===== src/rtl/perf_evt_params.svh =====
// Event codes, unit-mask layouts and per-cycle limits for the core event sources.
`ifndef PERF_EVT_PARAMS_SVH
`define PERF_EVT_PARAMS_SVH

// ****************************************
// Event codes
// ****************************************
`define EVC_IC_FETCH 12'h080
`define EVC_IC_MISS 12'h081
`define EVC_IC_REFILL_L2 12'h082
`define EVC_IC_REFILL_SYS 12'h083
`define EVC_ITLB_L2_HIT 12'h084
`define EVC_ITLB_MISS 12'h085
`define EVC_PROBE_RESTART 12'h086
`define EVC_FETCH_STALL 12'h087
`define EVC_RS_HIT 12'h088
`define EVC_RS_OVERFLOW 12'h089
`define EVC_IC_VICTIM 12'h08b
`define EVC_IC_INVAL 12'h08c
`define EVC_ITLB_RELOAD 12'h099
`define EVC_ITLB_ABORT 12'h09a
`define EVC_DISPATCH 12'h186
`define EVC_RET_INSN 12'h0c0
`define EVC_RET_UOP 12'h0c1
`define EVC_RET_BRANCH 12'h0c2
`define EVC_RET_BR_MISP 12'h0c3
`define EVC_RET_TAKEN 12'h0c4
`define EVC_RET_TAKEN_MISP 12'h0c5
`define EVC_RET_FAR 12'h0c6
`define EVC_RET_RESYNC 12'h0c7
`define EVC_RET_NEAR 12'h0c8
`define EVC_RET_NEAR_MISP 12'h0c9
`define EVC_RET_TGT_MISP 12'h0ca
`define EVC_RET_FP 12'h0cb
`define EVC_IF_CLEAR 12'h0cd
`define EVC_IF_PENDING 12'h0ce

// ****************************************
// Unit-mask layouts and per-cycle limits
// ****************************************
`define UM_ITLB_MISS_VALID 8'h07
`define UM_IC_INVAL_VALID 8'h0f
`define UM_FP_CLASS_VALID 8'h07
`define UM_DISPATCH_VALID 8'h01
`define UM_NONE_VALID 8'h00
`define ICDE_SLOT_LIMIT 3
`define RETIRE_SLOT_LIMIT 6
`define MAX_INC 3'h4
`define UCODE_DISPATCH_INC 3'h4

`endif


===== src/rtl/perf_evt_pkg.sv =====
// Types shared by the core event-source logic.
package perf_evt_pkg;

   typedef logic [2:0] inc_type;
   typedef logic [11:0] evt_code_type;
   typedef logic [7:0] umask_type;

   typedef struct packed {
      logic defined;
      inc_type inc;
   } slot_result_type;

   // Index of each conditioned event source.
   typedef enum {
      EV_IC_FETCH, EV_IC_MISS, EV_REFILL_L2, EV_REFILL_SYS, EV_ITLB_L2HIT,
      EV_ITLB_4K, EV_ITLB_2M, EV_ITLB_1G, EV_PROBE_RESTART, EV_FETCH_STALL,
      EV_RS_HIT, EV_RS_OVF, EV_VICTIM, EV_INV_CMC_MISS, EV_INV_CMC_HIT,
      EV_INV_SMC_MISS, EV_INV_SMC_HIT, EV_ITLB_RELOAD, EV_ITLB_ABORT, EV_DISPATCH,
      EV_RET_INSN, EV_RET_UOP, EV_RET_BR, EV_RET_BR_MISP, EV_RET_TAKEN,
      EV_RET_TAKEN_MISP, EV_RET_FAR, EV_RET_RESYNC, EV_RET_NEAR, EV_RET_NEAR_MISP,
      EV_RET_TGT_MISP, EV_FP_STACK, EV_FP_PACKED, EV_FP_VECTOR, EV_IF_CLEAR,
      EV_IF_PENDING, EV_NUM
   } ev_id_type;

   localparam int EV_COUNT = int'(EV_NUM);

endpackage


===== src/rtl/perf_weigh_if.sv =====
// Carrier between the event stage and the per-cycle count weigher.
`timescale 1ns/100ps
interface perf_weigh_if;
   logic [2:0] raw;
   logic ucode;
   perf_evt_pkg::inc_type weighed;

   modport stage (output raw, output ucode, input weighed);
   modport weigh (input raw, input ucode, output weighed);
endinterface


===== src/rtl/perf_count_weigh.sv =====
// Weighs a multi-event per-cycle count into the 0 to 4 increment range.
`timescale 1ns/100ps
`include "perf_evt_params.svh"
module perf_count_weigh (
   perf_weigh_if.weigh bus
);
   import perf_evt_pkg::*;

   // Microcode cycles with any dispatch are charged a full group; others saturate.
   always_comb begin
      if (bus.ucode && (bus.raw != 3'h0)) begin
         bus.weighed = `UCODE_DISPATCH_INC;
      end else if (bus.raw > `MAX_INC) begin
         bus.weighed = `MAX_INC;
      end else begin
         bus.weighed = bus.raw;
      end
   end
endmodule


===== src/rtl/core_perf_event_sources.sv =====
// Fetch, decode and retire event sources feeding the performance counter slots.
// Function
// Count cache fetches delivered to decoder.
// Count demand and prefetch cache misses.
// Count line refills from L2, system.
// Count TLB second-level hits, reloads, aborts.
// TLB double miss qualified by page size.
// Count restarts from probes hitting stream.
// Count every fetcher stall cycle.
// Count returns served by non-empty stack.
// Count calls overflowing stack, dropping oldest.
// Count victims with changed predecode only.
// Line invalidations qualified by probe kind.
// Dispatch adds 0-4; microcode adds 4.
// Count retired instructions; slots 0-5.
// Count retired uops, 0-4 per cycle.
// Count retired branches and taken branches.
// Count mispredicted and taken mispredicted branches.
// Count retired far control transfers.
// Count retired resync branches.
// Count near returns and mispredicted ones.
// Count indirect branches with wrong target.
// Floating-point classes by mask, one each.
// Level while interrupts masked, or pending.
// Undefined code or mask bit adds nothing.
`timescale 1ns/100ps
`include "perf_evt_params.svh"
module core_perf_event_sources #(
   parameter int NUM_SLOTS = 6
) (
   input wire logic clk_sys,
   input wire logic srst,
   // Fetch-side pipeline events, pulses or levels.
   input wire logic ic_fetch_to_decoder,
   input wire logic ic_demand_miss,
   input wire logic ic_prefetch_miss,
   input wire logic ic_refill_from_l2,
   input wire logic ic_refill_from_sys,
   input wire logic itlb_l1_miss_l2_hit,
   input wire logic itlb_l2_miss,
   input wire logic [1:0] itlb_miss_page_size,
   input wire logic itlb_reload_req,
   input wire logic itlb_reload_abort,
   input wire logic probe_hit_active_stream,
   input wire logic fetch_stalled,
   input wire logic ret_stack_pop,
   input wire logic ret_stack_empty,
   input wire logic call_stack_push,
   input wire logic ret_stack_full,
   input wire logic ic_evict,
   input wire logic ic_evict_predecode_changed,
   input wire logic ic_inval,
   input wire logic ic_inval_self_modify,
   input wire logic ic_inval_inflight_hit,
   // Decoder dispatch.
   input wire logic [2:0] dispatch_uops,
   input wire logic dispatch_from_microcode,
   // Retire-stage events.
   input wire logic [2:0] retire_insn_cnt,
   input wire logic [2:0] retire_uop_cnt,
   input wire logic retire_branch,
   input wire logic retire_taken,
   input wire logic retire_mispredict,
   input wire logic retire_far,
   input wire logic retire_resync,
   input wire logic retire_near_ret,
   input wire logic retire_near_ret_misp,
   input wire logic retire_indirect_tgt_misp,
   input wire logic retire_fp_stack,
   input wire logic retire_fp_packed,
   input wire logic retire_fp_vector,
   input wire logic int_flag,
   input wire logic int_pending,
   // Counter slot selection, one entry per perf_event_control_slot.
   input wire logic [NUM_SLOTS-1:0] slot_enable,
   input wire perf_evt_pkg::evt_code_type [NUM_SLOTS-1:0] slot_event_code,
   input wire perf_evt_pkg::umask_type [NUM_SLOTS-1:0] slot_unit_mask,
   output perf_evt_pkg::inc_type [NUM_SLOTS-1:0] slot_increment,
   output logic [NUM_SLOTS-1:0] slot_event_defined
);
   import perf_evt_pkg::*;

   // Unit-mask bit of the dispatch event that selects the uop count.
   localparam int decoder_uop_count_select = 0;
   // Encoding of the all_dispatched_ops choice within the dispatch mask.
   localparam umask_type all_dispatched_ops = 8'h00;

   // Page size codes reported with a double TLB miss.
   localparam logic [1:0] PAGE_4K = 2'h0;
   localparam logic [1:0] PAGE_2M = 2'h1;
   localparam logic [1:0] PAGE_1G = 2'h2;

   inc_type ev_nxt [EV_COUNT];
   inc_type ev_r [EV_COUNT];
   inc_type [NUM_SLOTS-1:0] inc_nxt;
   logic [NUM_SLOTS-1:0] defined_nxt;

   // ****************************************
   // Helper functions
   // ****************************************

   // Widens a single event flag to an increment.
   function automatic inc_type flag(input logic b);
      flag = {2'h0, b};
   endfunction

   // An event with no unit mask: any mask bit set is reserved and kills it.
   function automatic inc_type plain(input umask_type um, input inc_type v);
      plain = (um == `UM_NONE_VALID) ? v : 3'h0;
   endfunction

   // Sums the qualifier events whose mask bits are set, unless a reserved bit is set.
   function automatic inc_type mask_sum(input umask_type um, input umask_type valid,
                                        input inc_type b0, input inc_type b1,
                                        input inc_type b2, input inc_type b3);
      inc_type s;
      s = 3'h0;
      if ((um & ~valid) == 8'h00) begin
         if (um[0]) begin
            s = s + b0;
         end
         if (um[1]) begin
            s = s + b1;
         end
         if (um[2]) begin
            s = s + b2;
         end
         if (um[3]) begin
            s = s + b3;
         end
      end
      mask_sum = s;
   endfunction

   // Maps one slot's code and mask onto the conditioned events.
   function automatic slot_result_type decode_slot(input evt_code_type code, input umask_type um,
                                                   input int slot, input inc_type ev [EV_COUNT]);
      slot_result_type r;
      logic fetch_grp;
      r = '0;
      fetch_grp = 1'b1;
      r.defined = 1'b1;
      case (code)
         `EVC_IC_FETCH: r.inc = plain(um, ev[EV_IC_FETCH]);
         `EVC_IC_MISS: r.inc = plain(um, ev[EV_IC_MISS]);
         `EVC_IC_REFILL_L2: r.inc = plain(um, ev[EV_REFILL_L2]);
         `EVC_IC_REFILL_SYS: r.inc = plain(um, ev[EV_REFILL_SYS]);
         `EVC_ITLB_L2_HIT: r.inc = plain(um, ev[EV_ITLB_L2HIT]);
         `EVC_ITLB_RELOAD: r.inc = plain(um, ev[EV_ITLB_RELOAD]);
         `EVC_ITLB_ABORT: r.inc = plain(um, ev[EV_ITLB_ABORT]);
         // page-size qualified miss
         `EVC_ITLB_MISS: begin
            r.inc = mask_sum(um, `UM_ITLB_MISS_VALID, ev[EV_ITLB_4K], ev[EV_ITLB_2M],
                             ev[EV_ITLB_1G], 3'h0);
         end
         `EVC_PROBE_RESTART: r.inc = plain(um, ev[EV_PROBE_RESTART]);
         `EVC_FETCH_STALL: r.inc = plain(um, ev[EV_FETCH_STALL]);
         `EVC_RS_HIT: r.inc = plain(um, ev[EV_RS_HIT]);
         `EVC_RS_OVERFLOW: r.inc = plain(um, ev[EV_RS_OVF]);
         `EVC_IC_VICTIM: r.inc = plain(um, ev[EV_VICTIM]);
         // probe-kind qualified invalidations
         `EVC_IC_INVAL: begin
            r.inc = mask_sum(um, `UM_IC_INVAL_VALID, ev[EV_INV_CMC_MISS], ev[EV_INV_CMC_HIT],
                             ev[EV_INV_SMC_MISS], ev[EV_INV_SMC_HIT]);
         end
         // dispatch count by mask
         `EVC_DISPATCH: begin
            if ((um & ~`UM_DISPATCH_VALID) != 8'h00) begin
               r.inc = 3'h0;
            end else if (um[decoder_uop_count_select] || (um == all_dispatched_ops)) begin
               r.inc = ev[EV_DISPATCH];
            end else begin
               r.inc = 3'h0;
            end
         end
         default: begin
            fetch_grp = 1'b0;
            case (code)
               `EVC_RET_INSN: r.inc = plain(um, ev[EV_RET_INSN]);
               `EVC_RET_UOP: r.inc = plain(um, ev[EV_RET_UOP]);
               `EVC_RET_BRANCH: r.inc = plain(um, ev[EV_RET_BR]);
               `EVC_RET_TAKEN: r.inc = plain(um, ev[EV_RET_TAKEN]);
               `EVC_RET_BR_MISP: r.inc = plain(um, ev[EV_RET_BR_MISP]);
               `EVC_RET_TAKEN_MISP: r.inc = plain(um, ev[EV_RET_TAKEN_MISP]);
               `EVC_RET_FAR: r.inc = plain(um, ev[EV_RET_FAR]);
               `EVC_RET_RESYNC: r.inc = plain(um, ev[EV_RET_RESYNC]);
               `EVC_RET_NEAR: r.inc = plain(um, ev[EV_RET_NEAR]);
               `EVC_RET_NEAR_MISP: r.inc = plain(um, ev[EV_RET_NEAR_MISP]);
               `EVC_RET_TGT_MISP: r.inc = plain(um, ev[EV_RET_TGT_MISP]);
               // floating-point classes
               `EVC_RET_FP: begin
                  r.inc = mask_sum(um, `UM_FP_CLASS_VALID, ev[EV_FP_STACK], ev[EV_FP_PACKED],
                                   ev[EV_FP_VECTOR], 3'h0);
               end
               `EVC_IF_CLEAR: r.inc = plain(um, ev[EV_IF_CLEAR]);
               `EVC_IF_PENDING: r.inc = plain(um, ev[EV_IF_PENDING]);
               // unknown code
               default: begin
                  r.defined = 1'b0;
                  r.inc = 3'h0;
               end
            endcase
         end
      endcase
      // slot ranges per group
      if (fetch_grp && (slot >= `ICDE_SLOT_LIMIT)) begin
         r = '0;
      end else if (slot >= `RETIRE_SLOT_LIMIT) begin
         r = '0;
      end
      decode_slot = r;
   endfunction

   // ****************************************
   // Multi-event weighing
   // ****************************************

   perf_weigh_if disp_w ();
   perf_weigh_if uop_w ();
   perf_weigh_if insn_w ();

   // microcode dispatch weighs as four
   assign disp_w.raw = dispatch_uops;
   assign disp_w.ucode = dispatch_from_microcode;
   // retired uops saturate at four
   assign uop_w.raw = retire_uop_cnt;
   assign uop_w.ucode = 1'b0;
   assign insn_w.raw = retire_insn_cnt;
   assign insn_w.ucode = 1'b0;

   perf_count_weigh u_disp_weigh (
      .bus(disp_w.weigh)
   );

   perf_count_weigh u_uop_weigh (
      .bus(uop_w.weigh)
   );

   perf_count_weigh u_insn_weigh (
      .bus(insn_w.weigh)
   );

   // ****************************************
   // Event conditioning
   // ****************************************

   // Inputs come from logic on clk_sys, so they are taken without synchronisers.
   always_comb begin
      // delivered fetches only
      ev_nxt[EV_IC_FETCH] = flag(ic_fetch_to_decoder);
      // demand and prefetch may miss together
      ev_nxt[EV_IC_MISS] = flag(ic_demand_miss) + flag(ic_prefetch_miss);
      // one line per refill
      ev_nxt[EV_REFILL_L2] = flag(ic_refill_from_l2);
      ev_nxt[EV_REFILL_SYS] = flag(ic_refill_from_sys);
      // second-level hit and reloads
      ev_nxt[EV_ITLB_L2HIT] = flag(itlb_l1_miss_l2_hit);
      ev_nxt[EV_ITLB_RELOAD] = flag(itlb_reload_req);
      ev_nxt[EV_ITLB_ABORT] = flag(itlb_reload_abort);
      // split double miss by page size
      ev_nxt[EV_ITLB_4K] = flag(itlb_l2_miss && (itlb_miss_page_size == PAGE_4K));
      ev_nxt[EV_ITLB_2M] = flag(itlb_l2_miss && (itlb_miss_page_size == PAGE_2M));
      ev_nxt[EV_ITLB_1G] = flag(itlb_l2_miss && (itlb_miss_page_size == PAGE_1G));
      // probe restart pulse
      ev_nxt[EV_PROBE_RESTART] = flag(probe_hit_active_stream);
      // stall level, any cause
      ev_nxt[EV_FETCH_STALL] = flag(fetch_stalled);
      // pop from non-empty stack
      ev_nxt[EV_RS_HIT] = flag(ret_stack_pop && !ret_stack_empty);
      // push onto full stack
      ev_nxt[EV_RS_OVF] = flag(call_stack_push && ret_stack_full);
      // only predecode-changed victims
      ev_nxt[EV_VICTIM] = flag(ic_evict && ic_evict_predecode_changed);
      // split invalidations by kind
      ev_nxt[EV_INV_CMC_MISS] = flag(ic_inval && !ic_inval_self_modify && !ic_inval_inflight_hit);
      ev_nxt[EV_INV_CMC_HIT] = flag(ic_inval && !ic_inval_self_modify && ic_inval_inflight_hit);
      ev_nxt[EV_INV_SMC_MISS] = flag(ic_inval && ic_inval_self_modify && !ic_inval_inflight_hit);
      ev_nxt[EV_INV_SMC_HIT] = flag(ic_inval && ic_inval_self_modify && ic_inval_inflight_hit);
      // weighed dispatch
      ev_nxt[EV_DISPATCH] = disp_w.weighed;
      // retired instructions, capped
      ev_nxt[EV_RET_INSN] = insn_w.weighed;
      // retired uops, capped
      ev_nxt[EV_RET_UOP] = uop_w.weighed;
      // far transfers are branches, always taken
      ev_nxt[EV_RET_BR] = flag(retire_branch || retire_far);
      ev_nxt[EV_RET_TAKEN] = flag(retire_taken || retire_far);
      // unpredicted far transfers count as mispredicted branches, not as taken mispredicted
      ev_nxt[EV_RET_BR_MISP] = flag((retire_branch && retire_mispredict) || retire_far);
      ev_nxt[EV_RET_TAKEN_MISP] = flag(retire_branch && retire_taken && retire_mispredict);
      // far transfers
      ev_nxt[EV_RET_FAR] = flag(retire_far);
      // resyncs
      ev_nxt[EV_RET_RESYNC] = flag(retire_resync);
      // near returns and their mispredicts
      ev_nxt[EV_RET_NEAR] = flag(retire_near_ret);
      ev_nxt[EV_RET_NEAR_MISP] = flag(retire_near_ret && retire_near_ret_misp);
      // indirect target mismatch
      ev_nxt[EV_RET_TGT_MISP] = flag(retire_indirect_tgt_misp);
      // one per complete instruction per class
      ev_nxt[EV_FP_STACK] = flag(retire_fp_stack);
      ev_nxt[EV_FP_PACKED] = flag(retire_fp_packed);
      ev_nxt[EV_FP_VECTOR] = flag(retire_fp_vector);
      // levels, so an edge counter sees one rise per masked interval
      ev_nxt[EV_IF_CLEAR] = flag(!int_flag);
      ev_nxt[EV_IF_PENDING] = flag(!int_flag && int_pending);
   end

   // One register stage aligns all sources before selection.
   always_ff @(posedge clk_sys) begin
      if (srst) begin
         for (int i = 0; i < EV_COUNT; i++) begin
            ev_r[i] <= 3'h0;
         end
      end else begin
         ev_r <= ev_nxt;
      end
   end

   // ****************************************
   // Slot selection
   // ****************************************

   // A disabled slot still reports whether its code is known, but adds nothing.
   always_comb begin
      slot_result_type res;
      res = '0;
      for (int s = 0; s < NUM_SLOTS; s++) begin
         res = decode_slot(slot_event_code[s], slot_unit_mask[s], s, ev_r);
         defined_nxt[s] = res.defined;
         // disabled or undefined adds nothing
         inc_nxt[s] = (slot_enable[s] && res.defined) ? res.inc : 3'h0;
      end
   end

   // Increments are registered so the counters see clean per-cycle values.
   always_ff @(posedge clk_sys) begin
      if (srst) begin
         slot_increment <= '0;
         slot_event_defined <= '0;
      end else begin
         slot_increment <= inc_nxt;
         slot_event_defined <= defined_nxt;
      end
   end

endmodule


===== config.mk =====
export PLATFORM = sky130hd
export DESIGN_NAME = core_perf_event_sources
export DESIGN_NICKNAME = d
export VERILOG_FILES = /design/src/rtl/perf_evt_pkg.sv /design/src/rtl/perf_weigh_if.sv /design/src/rtl/perf_count_weigh.sv /design/src/rtl/core_perf_event_sources.sv
export VERILOG_INCLUDE_DIRS = /design/src /design/src/rtl
export SDC_FILE = /design/constraint.sdc
export NUM_CORES = 1
export LEC_CHECK = 0
export BUFFER_PORTS_ARGS = -buffer_cell sky130_fd_sc_hd__buf_2
export CORE_MARGIN = 2
export CORE_UTILIZATION = 50
export DETAILED_ROUTE_END_ITERATION = 10
export PLACE_DENSITY = 0.77
export SLEW_MARGIN = 10
export SYNTH_ARGS = -nofsm -noshare
export SYNTH_HDL_FRONTEND = slang
export SYNTH_SLANG_ARGS = --single-unit

===== constraint.sdc =====
create_clock -name clk_sys -period 6.2 [get_ports clk_sys]
set_clock_uncertainty 0.05 [all_clocks]
set_input_delay 0.62 -clock clk_sys [delete_from_list [all_inputs] [get_ports clk_sys]]
set_output_delay 0.62 -clock clk_sys [all_outputs]
set_load 0.01 [all_outputs]

== After elaboration in Yosys (flattened, before gate mapping) ==
Index checks and enable logic that the tools add are counted.

* Logic and storage cells: 766
* Register bits: 132
* Output and inout bits: 24

* $add $sub $neg: 43
* Mux-type cells: 376
* Equality and inequality tests: 176
* Reductions and logical operators: 84
* Magnitude comparators: 3
* Bitwise gates (word level): 6

{| class="wikitable"
|+ Operator list
! kind !! number
|-
| $eq 12x8->1 const B || 168
|-
| $mux 3 || 346
|-
| $pmux 3 s15 || 6
|-
| $pmux 3 s14 || 6
|-
| $logic_not 8->1 || 18
|-
| $add 3x3->3 || 42
|-
| $reduce_or 15->1 || 6
|-
| $reduce_or 14->1 || 6
|-
| $eq 12x9->1 const B || 6
|-
| $reduce_bool 8->1 || 6
|-
| $logic_and 1x1->1 || 24
|-
| $mux 1 || 15
|-
| $mux 4 || 3
|-
| $reduce_or 3->1 || 4
|-
| $reduce_or 2->1 || 5
|-
| $gt 3x3->1 const B || 3
|-
| $logic_or 1x1->1 || 9
|-
| $not 1->1 || 6
|-
| $logic_not 1->1 || 4
|-
| $reduce_bool 3->1 || 1
|-
| $add 1x1->2 || 1
|-
| $eq 2x1->1 const B || 1
|-
| $eq 2x2->1 const B || 1
|-
| $logic_not 2->1 || 1
|}

== Logic depth before layout (Yosys ltp) ==
* Word-level depth: 19
* Depth in mapped cells: 12
* Gate-level depth less buffers: 12

== Cells and area by module ==
From an unflattened synthesis, not the netlist that was laid out.

* Cell total of the unflattened synthesis: 910
* Area total of the unflattened synthesis: 7299.5 um^2

{| class="wikitable"
|+ By module, submodules not included
! module !! cells each !! area each (um^2) !! instances !! sequential area each (um^2)
|-
| core_perf_event_sources || 898 || 7220.7 || 1 || 1341.3
|-
| perf_count_weigh || 4 || 26.3 || 3 || 0.0
|}

== Worst setup path after synthesis ==
No wires, ideal clock.

* Kind: in2reg
* Start: in slot_unit_mask[0] (netlist name)
* End: reg slot_increment[1] (netlist name)
* Arrival time: 3.036 ns
* Stages: 10
* Setup slack: 2.994 ns
* Cell sequence: and2_1 -> ha_1 -> mux2_2 -> ha_1 -> mux2_2 -> ha_1 -> ha_1 -> mux2_2 -> a221o_1 -> o31a_1

* Word-level cells in the longest chain between the ends: 15
* Elaborated cells on any way between the ends: 68
* Those cells by class: add/sub (7); mux (59); reduce/logical (2)

{| class="wikitable"
|+ Ends and longest elaborated chain
! element !! line !! source
|-
| start: declaration || core_perf_event_sources.sv:77 || <nowiki>input wire perf_evt_pkg::umask_type [NUM_SLOTS-1:0] slot_unit_mask,</nowiki>
|-
| $mux 3 || core_perf_event_sources.sv:119 || <nowiki>if (um[0]) begin</nowiki>
|-
| $mux 3 || core_perf_event_sources.sv:118 || <nowiki>if ((um & ~valid) == 8'h00) begin</nowiki>
|-
| $mux 3, on equally long branches || core_perf_event_sources.sv:143, core_perf_event_sources.sv:178 ||
|-
| $add 3x3->3 / $mux 3 (equally long branches) || core_perf_event_sources.sv:123, core_perf_event_sources.sv:143 ||
|-
| $mux 3 / $add 3x3->3 (equally long branches) || core_perf_event_sources.sv:122, core_perf_event_sources.sv:123 ||
|-
| $mux 3, on equally long branches || core_perf_event_sources.sv:118, core_perf_event_sources.sv:122 ||
|-
| $mux 3, on equally long branches || core_perf_event_sources.sv:143, core_perf_event_sources.sv:118 ||
|-
| $add 3x3->3 / $mux 3 (equally long branches) || core_perf_event_sources.sv:126, core_perf_event_sources.sv:178 ||
|-
| $mux 3, on equally long branches || core_perf_event_sources.sv:125, core_perf_event_sources.sv:143 ||
|-
| $mux 3 / $add 3x3->3 (equally long branches) || core_perf_event_sources.sv:118, core_perf_event_sources.sv:126 ||
|-
| $mux 3, on equally long branches || core_perf_event_sources.sv:143, core_perf_event_sources.sv:125 ||
|-
| $add 3x3->3 / $mux 3 (equally long branches) || core_perf_event_sources.sv:129, core_perf_event_sources.sv:143 ||
|-
| $mux 3, on equally long branches || core_perf_event_sources.sv:128, core_perf_event_sources.sv:118 ||
|-
| $mux 3 / $pmux 3 s14 (equally long branches) || core_perf_event_sources.sv:118, core_perf_event_sources.sv:178 ||
|-
| $pmux 3 s15 (*) || core_perf_event_sources.sv:143 || <nowiki>case (code)</nowiki>
|-
| end signal: assignment || core_perf_event_sources.sv:342 || <nowiki>slot_increment <= inc_nxt;</nowiki>
|-
| end: declaration || core_perf_event_sources.sv:78 || <nowiki>output perf_evt_pkg::inc_type [NUM_SLOTS-1:0] slot_increment,</nowiki>
|}

Mark *: on every way between the ends. The rest lies on a longest branch, timed or not. The select of a mux whose other input is x is not followed.
A chain may end at the register's enable or synchronous reset.

== Worst setup path in the final report ==
* Start: reg ev_r[66] (netlist name)
* End: reg slot_increment[1] (netlist name)

* Word-level cells in the longest chain between the ends: 15

{| class="wikitable"
|+ Ends and longest elaborated chain
! element !! line !! source
|-
| start: declaration || core_perf_event_sources.sv:94 || <nowiki>inc_type ev_r [EV_COUNT];</nowiki>
|-
| start signal: assignment || core_perf_event_sources.sv:316 || <nowiki>ev_r <= ev_nxt;</nowiki>
|-
| $mux 3 (*) || core_perf_event_sources.sv:119 ||
|-
| $mux 3 (*) || core_perf_event_sources.sv:118 ||
|-
| $mux 3 (*) || core_perf_event_sources.sv:143 ||
|-
| $add 3x3->3 || core_perf_event_sources.sv:123 || <nowiki>s = s + b1;</nowiki>
|-
| $mux 3 (*) || core_perf_event_sources.sv:122 || <nowiki>if (um[1]) begin</nowiki>
|-
| $mux 3 (*) || core_perf_event_sources.sv:118 ||
|-
| $mux 3 (*) || core_perf_event_sources.sv:143 ||
|-
| $add 3x3->3 || core_perf_event_sources.sv:126 || <nowiki>s = s + b2;</nowiki>
|-
| $mux 3 (*) || core_perf_event_sources.sv:125 || <nowiki>if (um[2]) begin</nowiki>
|-
| $mux 3 (*) || core_perf_event_sources.sv:118 ||
|-
| $mux 3 (*) || core_perf_event_sources.sv:143 ||
|-
| $add 3x3->3 || core_perf_event_sources.sv:129 || <nowiki>s = s + b3;</nowiki>
|-
| $mux 3 (*) || core_perf_event_sources.sv:128 || <nowiki>if (um[3]) begin</nowiki>
|-
| $mux 3 (*) || core_perf_event_sources.sv:118 ||
|-
| $pmux 3 s15 (*) || core_perf_event_sources.sv:143 ||
|}

Marked as above.

==> flow_metrics.env <==
export IMPL_status="finished, final reports clean"
export IMPL_grt_use_total=0.300
export IMPL_r2r_cells=10
export IMPL_path_cells="and2_1, ha_1, mux2_2, ha_1, mux2_2, ha_1, ha_1, mux2_2, a221o_1, o31a_1"
export IMPL_netlist_top_cells_area="dfxtp_1, ha_1, mux2_2"
export IMPL_cp_max_fo=6
export IMPL_cpMaxStageDelayCell="dfxtp_1"
export IMPL_route_detailed_drc=0
export IMPL_peakVddDrop_mv=0.125
export IMPL_grt_max_degree=46
export IMPL_tightest_slew_ns=0.816
export IMPL_leakagePower_nw=3.76
export IMPL_slew_headroom=0.448
export IMPL_grt_setup_unrepaired="no"
export IMPL_clock_sinks=67
export IMPL_hold_buffers=0
export IMPL_worstSetupEndpoint="slot_increment[1]$_SDFF_PP0_"
export IMPL_period_share=0.523
export IMPL_area_growth_pct=18.0
export IMPL_yosysMostFrequentCell="nand2_1"
export IMPL_h_tree_depth=3
export IMPL_dpl_instance_area_mm2=0.00817
export IMPL_synthCells=894
export IMPL_dieArea_mm2=0.0153
export IMPL_clkTransAtPathRegs_ns=0.06
export IMPL_die_w_um=124
export IMPL_synth_top_cell_by_area="dfxtp_1"
export IMPL_wl_per_cell_um=18.7
export IMPL_setup_tns_ns=0
export IMPL_clock_path_buffers=2
export IMPL_placement_io_buffers=196
export IMPL_synth_top_cell_area_share=0.187
export IMPL_antenna_found_initial=1
export IMPL_via_per_inst=6.25
export IMPL_crit_required_ns=6.39
export IMPL_grt_pass1_wl_um=35500
export IMPL_drive_gt1_frac=0.269
export IMPL_design_area_mm2=0.00846
export IMPL_slew_violations=0
export IMPL_syn_area_mm2=0.00717
export IMPL_synth_edf_count=0
export IMPL_io_pins=197
export IMPL_numPlacedInstances=1219
export IMPL_grt_pass1_vias=7055
export IMPL_yosysWarnings=0
export IMPL_drtIter0Drc=655
export IMPL_wl_um=23100
export IMPL_p_per_area_mw_per_mm2=147
export IMPL_min_period_ns=3.24
export IMPL_cts_resized_gates=0
export IMPL_critPathArrivalTime_ns=3.44
export IMPL_ys_top_cells_by_count="nand2_1, dfxtp_1, ha_1"
export IMPL_cts_buffers=9
export IMPL_synthArstFlopShare=0
export IMPL_clock_fmax_ghz=0.308
export IMPL_syn_nets=1134
export IMPL_start_util=0.515
export IMPL_hpwl_um=17400
export IMPL_syn_area_per_cell_um2=8.02
export IMPL_ys_types=78
export IMPL_cts_root_buf="clkbuf_16"
export IMPL_cpPeakStageDelay_ns=0.52
export IMPL_nNetsFinal=1290
export IMPL_finalWeightedCongestion=0.972
export IMPL_setup_slack_ns=2.96
export IMPL_coreArea_mm2=0.0139
export IMPL_crit_start="ev_r[66]$_SDFF_PP0_"
export IMPL_critical_path_class="reg2reg"
export IMPL_hold_path_class="in2reg"
export IMPL_rows=43
export IMPL_holdWs_ns=0.374
export IMPL_ys_seq_area_frac=0.187
export IMPL_layout_cells_non_filler=1235
export IMPL_cpMostUsedCell="ha_1"
export IMPL_vias=7723
export IMPL_ys_flop_type="dfxtp_1"
export IMPL_crit_path_start_kind="flop"
export IMPL_clk_latency_ns=0.35
export IMPL_cts_tree="yes"
export IMPL_grt_overflow_total=0
export IMPL_place_ws_ns=2.72
export IMPL_postRouteAntennaNets=0
export IMPL_r2r_start="ev_r[66]$_SDFF_PP0_"
export IMPL_die_h_um=124
export IMPL_end_kind="flop"
export IMPL_r2r_slack_ns=2.96
export IMPL_reg2reg_to="slot_increment[1]$_SDFF_PP0_"
export IMPL_drv_cap=0
export IMPL_final_hold_viol_count=0
export IMPL_synth_seq_cells=67
export IMPL_post_cts_buffers=0
export IMPL_dr_pass1_iters=5
export IMPL_finalSetupViolCount=0
power breakdown:
group / internal [W] / switching, W
combinational: 0.000114 / 0.000134
clock: 0.000310 / 0.000209
sequential: 0.000444 / 0.0000328
total: 0.000868 / 0.000376
placed cells by master, fill, tap and decap left out, types with 7 or more instances in the layout:
master and n:
a22oi_1 8, buf_2 196, mux2_2 57, nand3b_1 8, nand4_1 14, nor3b_1 18
nor4bb_1 7, ha_1 67, nor2b_1 38, and2_1 36, or3_1 10, nand3_1 22
nand2b_1 10, xor2_1 7, nor2_1 48, o21ai_0 30, nor4b_1 12, a21oi_1 25
dfxtp_1 67, a31oi_1 14, nor3_1 35, mux2i_1 31, inv_1 28, a221o_1 7
nand2_1 77, a22o_1 8, nor4_1 22, or4_1 11, and3_1 9, clkbuf_16 9
routing by layer:
metal  track usage  part of all wire  vias up
li1              -                 -     3697
met1         0.384              0.42     3542
met2         0.479              0.45      402
met3        0.0522             0.083       82
met4         0.160             0.044        0
met5             0                 0        -
sequential cells by signal, indices dropped and copies added (netlist names):
name	flops
ev_r	43
slot_event_defined	6
slot_increment	18
through the flow:
| step | total power [W] | utilization |
|---|---|---|
| 2_1_floorplan | 0.000618 | - |
| 3_3_place_gp | 0.000723 | 0.586 |
| 3_5_place_dp | 0.000728 | 0.586 |
| 4_1_cts | 0.00125 | 0.607 |
| 5_1_grt | 0.00129 | 0.607 |
| 6_report | 0.00124 | 0.607 |
worst min path at each step:
stage / depth (start not counted) / start / endpoint
floorplan: 2 / ev_r[103]$_SDFF_PP0_ / slot_increment[4]$_SDFF_PP0_
global placement: 2 / ev_r[48]$_SDFF_PP0_ / slot_increment[0]$_SDFF_PP0_
detailed placement: 2 / ev_r[105]$_SDFF_PP0_ / slot_increment[6]$_SDFF_PP0_
CTS: 2 / int_flag / ev_r[3]$_SDFF_PP0_
global route: 2 / int_flag / ev_r[3]$_SDFF_PP0_
finish: 2 / int_flag / ev_r[3]$_SDFF_PP0_
worst max-delay path, delay by kind of cell, from the launching register on:
| kind | cells | cell delay (ns) |
|---|---|---|
| compound gates | 2 | 0.57 |
| fa+ha+maj | 4 | 0.95 |
| flops | 1 | 0.52 |
| mux | 3 | 0.82 |
| simple gates | 1 | 0.23 |
cells by family (layout without fill, tap and decap cells):
group	count (synthesis)	in the layout	share of synthesized area
fa+ha+maj	67	67	0.117
compound gates	172	172	0.173
other cells	0	1	0
flops	67	67	0.187
mux	89	89	0.136
simple gates	407	407	0.328
xor+xnor	11	11	0.0134
buf+inv	81	241	0.0461
cell type report:
type,instances,area [um2]
repair buffers,198,996
well taps,180,225
clock inverters,6,66.3
flip-flops and latches,67,1340
diodes,1,2.50
fillers,1311,5480
multi-input cells,746,5500
inverters,28,105
clock buffers,9,225
No activity file was read; power rests on OpenSTA's default activity.
